===== src/rtl/dmiu_pkg.sv =====
package dmiu_pkg;
   // widths
   localparam int AXI_AW   = 8;
   localparam int AXI_DW   = 32;
   localparam int INST_W   = 14;
   localparam int PTR_W    = 16;
   localparam int BANK_W   = 5;
   localparam int PAGE_W   = 7;
   localparam int FILE_W   = 7;
   localparam int IDX_W    = 3;
   // register indices; byte address is four times the index
   localparam logic [IDX_W-1:0] REG_ACC    = 3'h0;
   localparam logic [IDX_W-1:0] REG_STATUS = 3'h1;
   localparam logic [IDX_W-1:0] REG_BANK   = 3'h2;
   localparam logic [IDX_W-1:0] REG_PAGE   = 3'h3;
   localparam logic [IDX_W-1:0] REG_PTR0   = 3'h4;
   localparam logic [IDX_W-1:0] REG_PTR1   = 3'h5;
   localparam logic [IDX_W:0]   REG_COUNT  = 4'h6;
   // status register fields
   localparam int STAT_ZERO_BIT = 0;
   localparam int STAT_BUSY_BIT = 1;
   // reset values
   localparam logic [7:0]        RST_ACC  = 8'h00;
   localparam logic [BANK_W-1:0] RST_BANK = 5'h00;
   localparam logic [PAGE_W-1:0] RST_PAGE = 7'h00;
   localparam logic [PTR_W-1:0]  RST_PTR  = 16'h0000;
   // opcode patterns on the fixed bits of each encoding
   localparam logic [6:0]  OP_STORE = 7'h01;   // bits 13:7
   localparam logic [8:0]  OP_BANK  = 9'h001;  // bits 13:5
   localparam logic [10:0] OP_IND   = 11'h002; // bits 13:3
   localparam logic [6:0]  OP_REL   = 7'h7e;   // bits 13:7
   localparam logic [5:0]  OP_LACC  = 6'h30;   // bits 13:8
   localparam logic [6:0]  OP_PAGE  = 7'h63;   // bits 13:7
   // pointer handling modes
   localparam logic [1:0] MODE_PRE_INC  = 2'h0;
   localparam logic [1:0] MODE_PRE_DEC  = 2'h1;
   localparam logic [1:0] MODE_POST_INC = 2'h2;
   localparam logic [1:0] MODE_POST_DEC = 2'h3;
   // file addresses that stand for the indirect data ports
   localparam logic [FILE_W-1:0] FILE_IND0 = 7'h00;
   localparam logic [FILE_W-1:0] FILE_IND1 = 7'h01;
   // bus responses
   localparam logic [1:0] RESP_OKAY   = 2'h0;
   localparam logic [1:0] RESP_SLVERR = 2'h2;
endpackage


===== src/rtl/dmiu_reg_if.sv =====
interface dmiu_reg_if;
   import dmiu_pkg::*;
   logic              wr_en;
   logic [IDX_W-1:0]  wr_index;
   logic [AXI_DW-1:0] wr_data;
   logic [3:0]        wr_strb;
   logic [IDX_W-1:0]  rd_index;
   logic [AXI_DW-1:0] rd_data;
   modport slave (output wr_en, wr_index, wr_data, wr_strb, rd_index, input rd_data);
   modport core (input wr_en, wr_index, wr_data, wr_strb, rd_index, output rd_data);
endinterface


===== src/rtl/dmiu_axil_slave.sv =====
module dmiu_axil_slave
   import dmiu_pkg::*;
(
   input  wire logic                aclk,
   input  wire logic                aresetn,
   input  wire logic [AXI_AW-1:0]   s_axi_awaddr,
   input  wire logic                s_axi_awvalid,
   output logic                     s_axi_awready,
   input  wire logic [AXI_DW-1:0]   s_axi_wdata,
   input  wire logic [3:0]          s_axi_wstrb,
   input  wire logic                s_axi_wvalid,
   output logic                     s_axi_wready,
   output logic [1:0]               s_axi_bresp,
   output logic                     s_axi_bvalid,
   input  wire logic                s_axi_bready,
   input  wire logic [AXI_AW-1:0]   s_axi_araddr,
   input  wire logic                s_axi_arvalid,
   output logic                     s_axi_arready,
   output logic [AXI_DW-1:0]        s_axi_rdata,
   output logic [1:0]               s_axi_rresp,
   output logic                     s_axi_rvalid,
   input  wire logic                s_axi_rready,
   dmiu_reg_if.slave                regs
);
   typedef struct packed {
      logic              aw_got;
      logic [IDX_W-1:0]  aw_idx;
      logic              aw_ok;
      logic              w_got;
      logic [AXI_DW-1:0] wdata;
      logic [3:0]        wstrb;
      logic              bvalid;
      logic [1:0]        bresp;
      logic              rvalid;
      logic [AXI_DW-1:0] rdata;
      logic [1:0]        rresp;
   } dmiu_axil_state_t;

   dmiu_axil_state_t s_reg, s_next;

   // an address is mapped when it lands on one of the low word slots
   function automatic logic mapped(input logic [AXI_AW-1:0] a);
      return (a[AXI_AW-1:2] < {{(AXI_AW-2-IDX_W-1){1'b0}}, REG_COUNT});
   endfunction

   // a new address is refused while the previous answer waits
   assign s_axi_awready = !s_reg.aw_got && !s_reg.bvalid;
   assign s_axi_wready  = !s_reg.w_got && !s_reg.bvalid;
   assign s_axi_arready = !s_reg.rvalid;
   assign s_axi_bvalid  = s_reg.bvalid;
   assign s_axi_bresp   = s_reg.bresp;
   assign s_axi_rvalid  = s_reg.rvalid;
   assign s_axi_rdata   = s_reg.rdata;
   assign s_axi_rresp   = s_reg.rresp;
   assign regs.wr_en    = s_reg.aw_got && s_reg.w_got && s_reg.aw_ok;
   assign regs.wr_index = s_reg.aw_idx;
   assign regs.wr_data  = s_reg.wdata;
   assign regs.wr_strb  = s_reg.wstrb;
   assign regs.rd_index = s_axi_araddr[IDX_W+1:2];

   // channel bookkeeping; address and data are taken in either order
   always_comb
   begin
      s_next = s_reg;
      if (s_axi_awvalid && s_axi_awready)
      begin
         s_next.aw_got = 1'b1;
         s_next.aw_idx = s_axi_awaddr[IDX_W+1:2];
         s_next.aw_ok  = mapped(s_axi_awaddr);
      end
      if (s_axi_wvalid && s_axi_wready)
      begin
         s_next.w_got = 1'b1;
         s_next.wdata = s_axi_wdata;
         s_next.wstrb = s_axi_wstrb;
      end
      if (s_reg.aw_got && s_reg.w_got)
      begin
         s_next.aw_got = 1'b0;
         s_next.w_got  = 1'b0;
         s_next.bvalid = 1'b1;
         s_next.bresp  = s_reg.aw_ok ? RESP_OKAY : RESP_SLVERR;
      end
      if (s_reg.bvalid && s_axi_bready)
         s_next.bvalid = 1'b0;
      if (s_reg.rvalid && s_axi_rready)
         s_next.rvalid = 1'b0;
      if (s_axi_arvalid && s_axi_arready)
      begin
         s_next.rvalid = 1'b1;
         s_next.rdata  = mapped(s_axi_araddr) ? regs.rd_data : '0;
         s_next.rresp  = mapped(s_axi_araddr) ? RESP_OKAY : RESP_SLVERR;
      end
   end

   always_ff @(posedge aclk)
   begin
      if (!aresetn)
         s_reg <= '0;
      else
         s_reg <= s_next;
   end
endmodule


===== src/rtl/dmiu_core.sv =====
// The AXI4-Lite slave port and the address map were left to the implementer.
module dmiu_core
   import dmiu_pkg::*;
(
   input  wire logic                aclk,
   input  wire logic                aresetn,
   input  wire logic [AXI_AW-1:0]   s_axi_awaddr,
   input  wire logic                s_axi_awvalid,
   output logic                     s_axi_awready,
   input  wire logic [AXI_DW-1:0]   s_axi_wdata,
   input  wire logic [3:0]          s_axi_wstrb,
   input  wire logic                s_axi_wvalid,
   output logic                     s_axi_wready,
   output logic [1:0]               s_axi_bresp,
   output logic                     s_axi_bvalid,
   input  wire logic                s_axi_bready,
   input  wire logic [AXI_AW-1:0]   s_axi_araddr,
   input  wire logic                s_axi_arvalid,
   output logic                     s_axi_arready,
   output logic [AXI_DW-1:0]        s_axi_rdata,
   output logic [1:0]               s_axi_rresp,
   output logic                     s_axi_rvalid,
   input  wire logic                s_axi_rready,
   input  wire logic                inst_valid,
   input  wire logic [INST_W-1:0]   inst_word,
   output logic                     inst_ready,
   output logic [PTR_W-1:0]         mem_addr,
   output logic                     mem_rd,
   output logic                     mem_wr,
   output logic [7:0]               mem_wdata,
   input  wire logic [7:0]          mem_rdata,
   input  wire logic                mem_rvalid,
   output logic [7:0]               acc_out,
   output logic                     zero_flag,
   output logic [BANK_W-1:0]        bank_sel,
   output logic [PAGE_W-1:0]        page_latch
);
   typedef struct packed {
      logic [7:0]             acc;
      logic                   zero;
      logic [BANK_W-1:0]      bank;
      logic [PAGE_W-1:0]      page;
      logic [1:0][PTR_W-1:0]  ptr;
      logic                   busy;
      logic [PTR_W-1:0]       addr;
      logic                   rd;
      logic                   wr;
      logic [7:0]             wdata;
   } dmiu_core_state_t;

   dmiu_core_state_t s_reg, s_next;
   dmiu_reg_if       regs ();

   logic             take;
   logic             is_store, is_bank, is_ind, is_rel, is_lacc, is_page;
   logic             ptr_sel;
   logic [1:0]       mode;
   logic [5:0]       offset;
   logic [PTR_W-1:0] ptr_cur, ptr_inc, ptr_dec, ptr_rel, ptr_ea, ptr_new;
   logic [FILE_W-1:0] file_addr;

   dmiu_axil_slave u_slave (
      .aclk          (aclk),
      .aresetn       (aresetn),
      .s_axi_awaddr  (s_axi_awaddr),
      .s_axi_awvalid (s_axi_awvalid),
      .s_axi_awready (s_axi_awready),
      .s_axi_wdata   (s_axi_wdata),
      .s_axi_wstrb   (s_axi_wstrb),
      .s_axi_wvalid  (s_axi_wvalid),
      .s_axi_wready  (s_axi_wready),
      .s_axi_bresp   (s_axi_bresp),
      .s_axi_bvalid  (s_axi_bvalid),
      .s_axi_bready  (s_axi_bready),
      .s_axi_araddr  (s_axi_araddr),
      .s_axi_arvalid (s_axi_arvalid),
      .s_axi_arready (s_axi_arready),
      .s_axi_rdata   (s_axi_rdata),
      .s_axi_rresp   (s_axi_rresp),
      .s_axi_rvalid  (s_axi_rvalid),
      .s_axi_rready  (s_axi_rready),
      .regs          (regs.slave)
   );

   // byte-lane merge of a software write into a narrow register
   function automatic logic [PTR_W-1:0] merge(input logic [PTR_W-1:0] old,
                                              input logic [AXI_DW-1:0] d,
                                              input logic [3:0] strb);
      logic [PTR_W-1:0] r;
      r = old;
      if (strb[0])
         r[7:0] = d[7:0];
      if (strb[1])
         r[15:8] = d[15:8];
      return r;
   endfunction

   // decode looks only at the fixed opcode bits, never at literal bits
   assign is_store = (inst_word[13:7] == OP_STORE);
   assign is_bank  = (inst_word[13:5] == OP_BANK);
   assign is_ind   = (inst_word[13:3] == OP_IND);
   assign is_rel   = (inst_word[13:7] == OP_REL);
   assign is_lacc  = (inst_word[13:8] == OP_LACC);
   assign is_page  = (inst_word[13:7] == OP_PAGE);
   // a load holds the decoder until the data memory answers
   assign inst_ready = !s_reg.busy;
   assign take       = inst_valid && inst_ready;

   // pointer arithmetic; sixteen-bit sums drop the carry so they wrap
   assign ptr_sel   = is_ind ? inst_word[2] : inst_word[6];
   assign mode      = inst_word[1:0];
   assign offset    = inst_word[5:0];
   assign file_addr = inst_word[6:0];
   assign ptr_cur   = s_reg.ptr[ptr_sel];
   assign ptr_inc   = ptr_cur + 16'h0001;
   assign ptr_dec   = ptr_cur - 16'h0001;
   assign ptr_rel   = ptr_cur + {{(PTR_W-6){offset[5]}}, offset};

   // effective address and updated pointer for each mode
   always_comb
   begin
      ptr_ea  = ptr_cur;
      ptr_new = ptr_cur;
      if (is_rel)
         ptr_ea = ptr_rel;
      else
      begin
         unique case (mode)
            MODE_PRE_INC:  ptr_ea = ptr_inc;
            MODE_PRE_DEC:  ptr_ea = ptr_dec;
            MODE_POST_INC: ptr_ea = ptr_cur;
            MODE_POST_DEC: ptr_ea = ptr_cur;
         endcase
         ptr_new = mode[0] ? ptr_dec : ptr_inc;
      end
   end

   // register read view for the bus
   always_comb
   begin
      regs.rd_data = '0;
      unique case (regs.rd_index)
         REG_ACC:    regs.rd_data[7:0] = s_reg.acc;
         REG_STATUS:
         begin
            regs.rd_data[STAT_ZERO_BIT] = s_reg.zero;
            regs.rd_data[STAT_BUSY_BIT] = s_reg.busy;
         end
         REG_BANK:   regs.rd_data[BANK_W-1:0] = s_reg.bank;
         REG_PAGE:   regs.rd_data[PAGE_W-1:0] = s_reg.page;
         REG_PTR0:   regs.rd_data[PTR_W-1:0]  = s_reg.ptr[0];
         REG_PTR1:   regs.rd_data[PTR_W-1:0]  = s_reg.ptr[1];
         default:    regs.rd_data = '0;
      endcase
   end

   // instruction execution; memory strobes last one cycle
   always_comb
   begin
      logic [PTR_W-1:0] m;
      m = '0;
      s_next    = s_reg;
      s_next.rd = 1'b0;
      s_next.wr = 1'b0;
      if (s_reg.busy && mem_rvalid)
      begin
         s_next.acc  = mem_rdata;
         s_next.zero = (mem_rdata == 8'h00);
         s_next.busy = 1'b0;
      end
      if (take)
      begin
         if (is_ind || is_rel)
         begin
            // zero flag is left alone here; only the returned data sets it
            s_next.addr = ptr_ea;
            s_next.rd   = 1'b1;
            s_next.busy = 1'b1;
            if (is_ind)
               s_next.ptr[ptr_sel] = ptr_new;
         end
         else if (is_store)
         begin
            s_next.wr    = 1'b1;
            s_next.wdata = s_reg.acc;
            if (file_addr == FILE_IND0 || file_addr == FILE_IND1)
               s_next.addr = s_reg.ptr[file_addr[0]];
            else
               s_next.addr = {{(PTR_W-BANK_W-FILE_W){1'b0}}, s_reg.bank, file_addr};
         end
         else if (is_bank)
            s_next.bank = {1'b0, inst_word[3:0]};
         else if (is_page)
            s_next.page = inst_word[6:0];
         else if (is_lacc)
            s_next.acc = inst_word[7:0];
      end
      // software writes land after the instruction and so win a clash
      if (regs.wr_en)
      begin
         unique case (regs.wr_index)
            REG_BANK:
            begin
               m = merge({{(PTR_W-BANK_W){1'b0}}, s_reg.bank}, regs.wr_data, regs.wr_strb);
               s_next.bank = m[BANK_W-1:0];
            end
            REG_PAGE:
            begin
               m = merge({{(PTR_W-PAGE_W){1'b0}}, s_reg.page}, regs.wr_data, regs.wr_strb);
               s_next.page = m[PAGE_W-1:0];
            end
            REG_PTR0: s_next.ptr[0] = merge(s_next.ptr[0], regs.wr_data, regs.wr_strb);
            REG_PTR1: s_next.ptr[1] = merge(s_next.ptr[1], regs.wr_data, regs.wr_strb);
            default:  m = '0;
         endcase
      end
   end

   always_ff @(posedge aclk)
   begin
      if (!aresetn)
      begin
         s_reg        <= '0;
         s_reg.acc    <= RST_ACC;
         s_reg.bank   <= RST_BANK;
         s_reg.page   <= RST_PAGE;
         s_reg.ptr[0] <= RST_PTR;
         s_reg.ptr[1] <= RST_PTR;
      end
      else
         s_reg <= s_next;
   end

   // outputs straight from state flops
   assign mem_addr   = s_reg.addr;
   assign mem_rd     = s_reg.rd;
   assign mem_wr     = s_reg.wr;
   assign mem_wdata  = s_reg.wdata;
   assign acc_out    = s_reg.acc;
   assign zero_flag  = s_reg.zero;
   assign bank_sel   = s_reg.bank;
   assign page_latch = s_reg.page;
endmodule


===== config.mk =====
export PLATFORM = sky130hd
export DESIGN_NAME = dmiu_core
export DESIGN_NICKNAME = d
export VERILOG_FILES = /design/src/rtl/dmiu_pkg.sv /design/src/rtl/dmiu_reg_if.sv /design/src/rtl/dmiu_axil_slave.sv /design/src/rtl/dmiu_core.sv
export SDC_FILE = /design/constraint.sdc
export NUM_CORES = 1
export LEC_CHECK = 0
export CAP_MARGIN = 30
export CORE_MARGIN = 4
export CORE_UTILIZATION = 35
export DETAILED_ROUTE_END_ITERATION = 6
export DONT_BUFFER_PORTS = 1
export GPL_TIMING_DRIVEN = 0
export PLACE_DENSITY = 0.53
export SETUP_SLACK_MARGIN = 0.15
export SLEW_MARGIN = 10
export SYNTH_ARGS = -nofsm -noshare
export SYNTH_HDL_FRONTEND = slang
export SYNTH_SLANG_ARGS = --single-unit

===== constraint.sdc =====
create_clock -name aclk -period 6.6 [get_ports aclk]
set_input_delay 1.32 -clock aclk [delete_from_list [all_inputs] [get_ports aclk]]
set_output_delay 1.32 -clock aclk [all_outputs]
set_load 0.01 [all_outputs]

Yosys cells after proc, flatten, opt, wreduce, memory -nomap -nowiden
Cells that the tools add are included.
- output and inout port bits: 89
- logic and storage cells: 141
- flip-flop bits (word level): 142
- equality and inequality tests: 21
- add/subtract/negate cells: 3
- reductions and logical operators: 32
- mux-type cells: 55
- $lt $le $gt $ge: 5
- bitwise logic cells: 3
- operators by type and width (kind ; count):
    $mux 16 ; 14
    $mux 8 ; 10
    $mux 71 ; 1
    $pmux 16 s3 ; 1
    $mux 44 ; 1
    $mux 35 ; 1
    $mux 33 ; 1
    $bwmux 32 ; 1
    $mux 32 ; 1
    $mux 7 ; 4
    $mux 9 ; 3
    $mux 12 ; 2
    $add 16x1->16 const B ; 1
    $add 16x16->16 ; 1
    $demux 16 s1 ; 1
    $pmux 8 s2 ; 1
    $sub 16x1->16 const B ; 1
    $mux 5 ; 3
    $pmux 3 s5 ; 1
    $eq 7x1->1 const B ; 2
    $eq 7x7->1 const B ; 2
    $eq 3x2->1 const B ; 4
    $eq 3x3->1 const B ; 4
    $logic_and 1x1->1 ; 12
    other kinds (27) ; 46

Longest topological paths before layout
- word-level depth: 14
- mapped depth: 16
- depth with buffers taken out: 15

Modules after synthesis
From an unflattened synthesis, not the netlist that was laid out.
- cells, all modules: 1349
- area, all modules: 10487.6 µm²
- modules (own cells, without submodules) (module ; area an instance (µm²) ; cells an instance ; instances):
    dmiu_core ; 6860.3 ; 925 ; 1
    dmiu_axil_slave ; 3627.2 ; 424 ; 1

Worst setup path after synthesis
No wires, ideal clock.
- path kind: input port to flip-flop
- start point: input inst_word[8]
- end point: register s_reg (netlist bit mem_addr[13])
- data arrival time: 4.624 ns
- setup time: 0.063 ns
- buffers on the path: 1
- data required time: 6.537 ns
- stages on the path: 14
- slack: 1.913 ns
- path through: nor3_2 > a41oi_4 > buf_2 > mux2i_1 > inv_1 > ha_1 > a21o_1 > a21o_1 > a221oi_1 > nor3_1 > o31ai_1 > o21ai_0 > or4_1 > nand3b_1
- word-level cells in the longest chain between the ends: 8
- RTL lines (what ; RTL line ; RTL):
    from (decl) ; dmiu_core.sv:25 ; input wire logic [INST_W-1:0] inst_word,
    $eq 11x2->1 ; dmiu_core.sv:101 ; assign is_ind = (inst_word[13:3] == OP_IND);
    $mux 1 ; dmiu_core.sv:110 ; assign ptr_sel = is_ind ? inst_word[2] : inst_word[6];
    $mux 16 (not written as such) (2 in series) ; dmiu_core.sv:114 ; assign ptr_cur = s_reg.ptr[ptr_sel];
    $sub 16x1->16 or $add 16x1->16 (tied branches) ; dmiu_core.sv:116, dmiu_core.sv:115 ;
    $pmux 16 s3 ; dmiu_core.sv:128 ; unique case (mode)
    $mux 16 ; dmiu_core.sv:124 ; if (is_rel)
    $mux 16 ; dmiu_core.sv:173 ; if (is_ind || is_rel)
    to (signal assigned) ; dmiu_core.sv:231 ; s_reg <= s_next;
    to (decl) ; dmiu_core.sv:51 ; dmiu_core_state_t s_reg, s_next;
Parallel ways exist; a longest one is shown, timed or not. The select of a mux whose other input is x is not followed.
A chain may end at the register's enable or synchronous reset.

Worst setup path after layout
- start point: input inst_word[6]
- end point: register s_reg (netlist bit mem_addr[13])
Same word-level chain as after synthesis.

==> impl_results.html <==
<table>
<tr><th>Metric</th><th>Value</th></tr>
<tr><th colspan="2">STA</th></tr>
<tr><td>Final TNS setup</td><td>0 ns</td></tr>
<tr><td>Worst clock skew</td><td>0.0162 ns</td></tr>
<tr><td>Unrepaired setup endpoints after global routing</td><td>no</td></tr>
<tr><td>Setup violations, final</td><td>0</td></tr>
<tr><td>Total count of max-transition violations in the final report</td><td>0</td></tr>
<tr><td>Final min period</td><td>5.40 ns</td></tr>
<tr><td>Final critical-path share of the clock period</td><td>81.9%</td></tr>
<tr><td>Highest attainable clock frequency</td><td>185 MHz</td></tr>
<tr><td>Headroom to the max-slew limit</td><td>31.5%</td></tr>
<tr><td>Slew at the pin with the worst max-slew slack</td><td>1.02 ns</td></tr>
<tr><td>Final hold vios</td><td>0</td></tr>
<tr><td>Worst path setup slack after routing</td><td>1.20 ns</td></tr>
<tr><td>Hold Worst Slack</td><td>0.451 ns</td></tr>
<tr><th colspan="2">Cells and area</th></tr>
<tr><td>Fraction of layout cells with a size suffix above 1</td><td>12.5%</td></tr>
<tr><td>Commonest cells after routing, fill and taps aside</td><td>nand2_1 (131), dfxtp_1 (124), nor2_1 (113)</td></tr>
<tr><td>Number of flip-flops in the largest register</td><td>33</td></tr>
<tr><td>Nets@finish</td><td>1300</td></tr>
<tr><td>Most frequent standard cell in the layout excluding fill and tap cells</td><td>nand2_1</td></tr>
<tr><td>Layout Area Growth over Synthesis</td><td>11.8%</td></tr>
<tr><td>Number of antenna cells inserted</td><td>0</td></tr>
<tr><th colspan="2">Place</th></tr>
<tr><td>Port Buf Inserts</td><td>0</td></tr>
<tr><td>Routability cong.</td><td>0.952</td></tr>
<tr><td>Minimum setup slack after placement</td><td>0.796 ns</td></tr>
<tr><td>Placed wire-length estimate</td><td>25400 um</td></tr>
<tr><th colspan="2">CTS</th></tr>
<tr><td>Max Root-Sink Buffers</td><td>2</td></tr>
<tr><td>Total number of clock tree sinks</td><td>124</td></tr>
<tr><td>Clock transition at the registers of the reported paths</td><td>0.07 ns</td></tr>
<tr><td>H-tree level count</td><td>4</td></tr>
<tr><td>Post-CTS Hold Fix Bufs</td><td>0</td></tr>
<tr><td>Number of buffers added by the clock tree synthesis step</td><td>17</td></tr>
<tr><td>Number of gates resized after CTS</td><td>0</td></tr>
<tr><td>Clock insertion delay at the later pin of the skew report</td><td>0.44 ns</td></tr>
<tr><td>Root buf cell</td><td>clkbuf_16</td></tr>
<tr><td>Post-CTS Setup Bufs</td><td>0</td></tr>
<tr><td>TritonCTS clock tree</td><td>done</td></tr>
<tr><th colspan="2">Drt</th></tr>
<tr><td>Post-route ant nets</td><td>0</td></tr>
<tr><td>Post-Route WL</td><td>33100 um</td></tr>
<tr><td>Vias per cell</td><td>5.62</td></tr>
<tr><td>Final routed DRC violation total</td><td>0</td></tr>
<tr><td>Total iterations of the first detailed-routing run</td><td>5</td></tr>
<tr><td>Wirelength per Cell</td><td>21.5 um</td></tr>
<tr><td>Number of DRC violations after detailed-routing iteration 0</td><td>771</td></tr>
<tr><td>Total vias in the final route</td><td>8662</td></tr>
<tr><th colspan="2">Hold path</th></tr>
<tr><td>Worst min-delay path category</td><td>register to register</td></tr>
<tr><th colspan="2">Synth</th></tr>
<tr><td>Fraction of registers with async set or reset after synthesis</td><td>0%</td></tr>
<tr><td>Synth Area in Compound Gates</td><td>22.6%</td></tr>
<tr><td>Count of warnings emitted by yosys</td><td>0</td></tr>
<tr><td>Number of synthesized flops with an enable pin</td><td>0</td></tr>
<tr><td>Average footprint of a synthesized cell</td><td>7.66 sq um</td></tr>
<tr><td>Largest family of logic cells by synthesized area</td><td>compound AO/OA/AOI/OAI gates</td></tr>
<tr><td>Synth Area in Adders</td><td>3.01%</td></tr>
<tr><td>Synth Area in XOR/XNOR</td><td>3.05%</td></tr>
<tr><td>Synthesis-stage register bit count</td><td>124</td></tr>
<tr><td>Basic-gate share of the synthesized area counting and, or, nand and nor cells</td><td>21.1%</td></tr>
<tr><td>Main flop type after synthesis</td><td>dfxtp_1</td></tr>
<tr><td>Sequential-to-total area share from yosys stat</td><td>27.9%</td></tr>
<tr><td>Cell Area, Synth</td><td>8900 sq um</td></tr>
<tr><td>Share of synthesized area spent on multiplexers</td><td>10.9%</td></tr>
<tr><td>Yosys cell types</td><td>73</td></tr>
<tr><td>Synth Instances</td><td>1161</td></tr>
<tr><th colspan="2">Setup path</th></tr>
<tr><td>CP max-delay cell</td><td>mux2i_1</td></tr>
<tr><td>Critical path's largest stage delay</td><td>0.61 ns</td></tr>
<tr><td>Maximum fanout along the worst path</td><td>10</td></tr>
<tr><td>Worst EP required</td><td>6.98 ns</td></tr>
<tr><td>Type of the worst setup path</td><td>primary input to register</td></tr>
<tr><td>Most repeated library cell on the critical path</td><td>a21o_1</td></tr>
<tr><td>Kind of capture point of the worst setup path</td><td>register</td></tr>
<tr><td>CP Data Arrival Time</td><td>5.78 ns</td></tr>
<tr><td>Startpoint type of the worst setup path</td><td>primary input</td></tr>
<tr><td>CP Cell Sequence</td><td>clkbuf_1, a41oi_4, buf_2, mux2i_1, inv_1, ha_1, a21o_1, a21o_1, a221oi_1, nor3_1, o31ai_1, o21ai_0, or4_1, nand3b_1</td></tr>
<tr><th colspan="2">Global route</th></tr>
<tr><td>Overall overflow remaining after global route</td><td>0</td></tr>
<tr><td>Pin count of the biggest net entering global routing</td><td>18</td></tr>
<tr><td>Initial antenna violation count</td><td>0</td></tr>
<tr><td>Wire length of the first global-routing pass</td><td>49600 um</td></tr>
<tr><td>Vias in the first global route</td><td>8135</td></tr>
<tr><td>Total Routing Usage GR</td><td>22.7%</td></tr>
<tr><th colspan="2">Floorplan</th></tr>
<tr><td>Initial standard-cell utilization of the core</td><td>35.4%</td></tr>
<tr><td>Top Ports</td><td>172</td></tr>
<tr><td>Floorplan die width</td><td>167 um</td></tr>
<tr><td>Placement Rows</td><td>58</td></tr>
<tr><td>Chip Height</td><td>167 um</td></tr>
<tr><td>Area of the die</td><td>28000 sq um</td></tr>
<tr><td>Core region area</td><td>25100 sq um</td></tr>
<tr><th colspan="2">Run</th></tr>
<tr><td>Number of maximum-capacitance violations</td><td>0</td></tr>
<tr><th colspan="2">Power</th></tr>
<tr><td>Leakage power total</td><td>4.03 nW</td></tr>
<tr><td>Maximum vdd ir drop</td><td>0.000124 V</td></tr>
<tr><td>Overall power of the completed layout</td><td>1.92 mW</td></tr>
<tr><td>Ratio of total power to cell area</td><td>193 nW/um^2</td></tr>
<tr><th colspan="2">Outcome</th></tr>
<tr><td>Run status</td><td>completed</td></tr>
</table>
## path summary, 6_finish.rpt
path,slack [ns],depth (start not counted),startpoint,end
setup / recovery,1.20,14,inst_word[6],mem_addr[13]$_SDFFE_PN0P_
hold / removal,0.45,2,mem_wdata[0]$_SDFFE_PN0P_,mem_wdata[0]$_SDFFE_PN0P_
setup reg to reg,2.86,11,s_reg[28]$_SDFF_PN0_,mem_addr[13]$_SDFFE_PN0P_
hold reg to reg,0.45,2,mem_wdata[0]$_SDFFE_PN0P_,mem_wdata[0]$_SDFFE_PN0P_
## stage by stage
step	utilization [%]	instance area [sq um]	std cells
2_1_floorplan	-	8960	1178
3_3_place_gp	37.3	9370	1508
3_5_place_dp	37.3	9370	1508
4_1_cts	39.6	9950	1540
5_1_grt	39.6	9950	1540
6_report	39.6	9950	1540
## critical path: cells and delay by family
| kind | cells | cell delay [ns] |
|---|---|---|
| adder cells (fa/ha/maj) | 1 | 0.23 |
| multiplexers | 1 | 0.61 |
| buffers and inverters | 3 | 0.88 |
| AO/OA/AOI/OAI | 6 | 2.04 |
| AND/OR/NAND/NOR | 3 | 0.66 |
## metal layers
layer,up-vias,track usage (%),wire length [um]
met1,4088,32.7,15400
met3,33,4.30,2600
met2,380,35.1,14500
met5,-,0,0
li1,4161,-,-
met4,0,5.72,563
## kinds of logic (layout without fill, tap and decap cells)
kind of cell,count (synthesis),in the layout
other,1,18
DFF,124,124
AOI/OAI and AO/OA,314,314
and+or+nand+nor,396,396
adders and majority gates,21,21
xor gates and xnor gates,31,31
buffers and inverters,180,212
muxes,94,94
## power by group
group          leakage [nW]  switching (mW)  internal [mW]
registers              1.00          0.0154          0.761
logic                  2.75           0.126         0.0670
clock network         0.275           0.415          0.534
## area by class of cell
class | count | area, sq um
inverters | 30 | 113
flip-flops and latches | 124 | 2480
well taps | 330 | 413
clock inverters | 14 | 148
fillers | 2735 | 15200
clock buffers | 18 | 429
multi-input cells | 874 | 5470
plain buffers | 150 | 893
## cell usage after synthesis, drive strengths merged (26+ instances only)
cell type / n / area, sq um
nand3: 34 / 170
a21oi: 105 / 533
inv: 29 / 109
xnor2: 26 / 228
nor2: 113 / 424
buf: 90 / 668
nand2: 131 / 492
dfxtp: 124 / 2480
o21ai: 66 / 330
nor3: 28 / 150
mux2i: 75 / 758
clkbuf: 60 / 225
(Power assumes the default switching activity.)
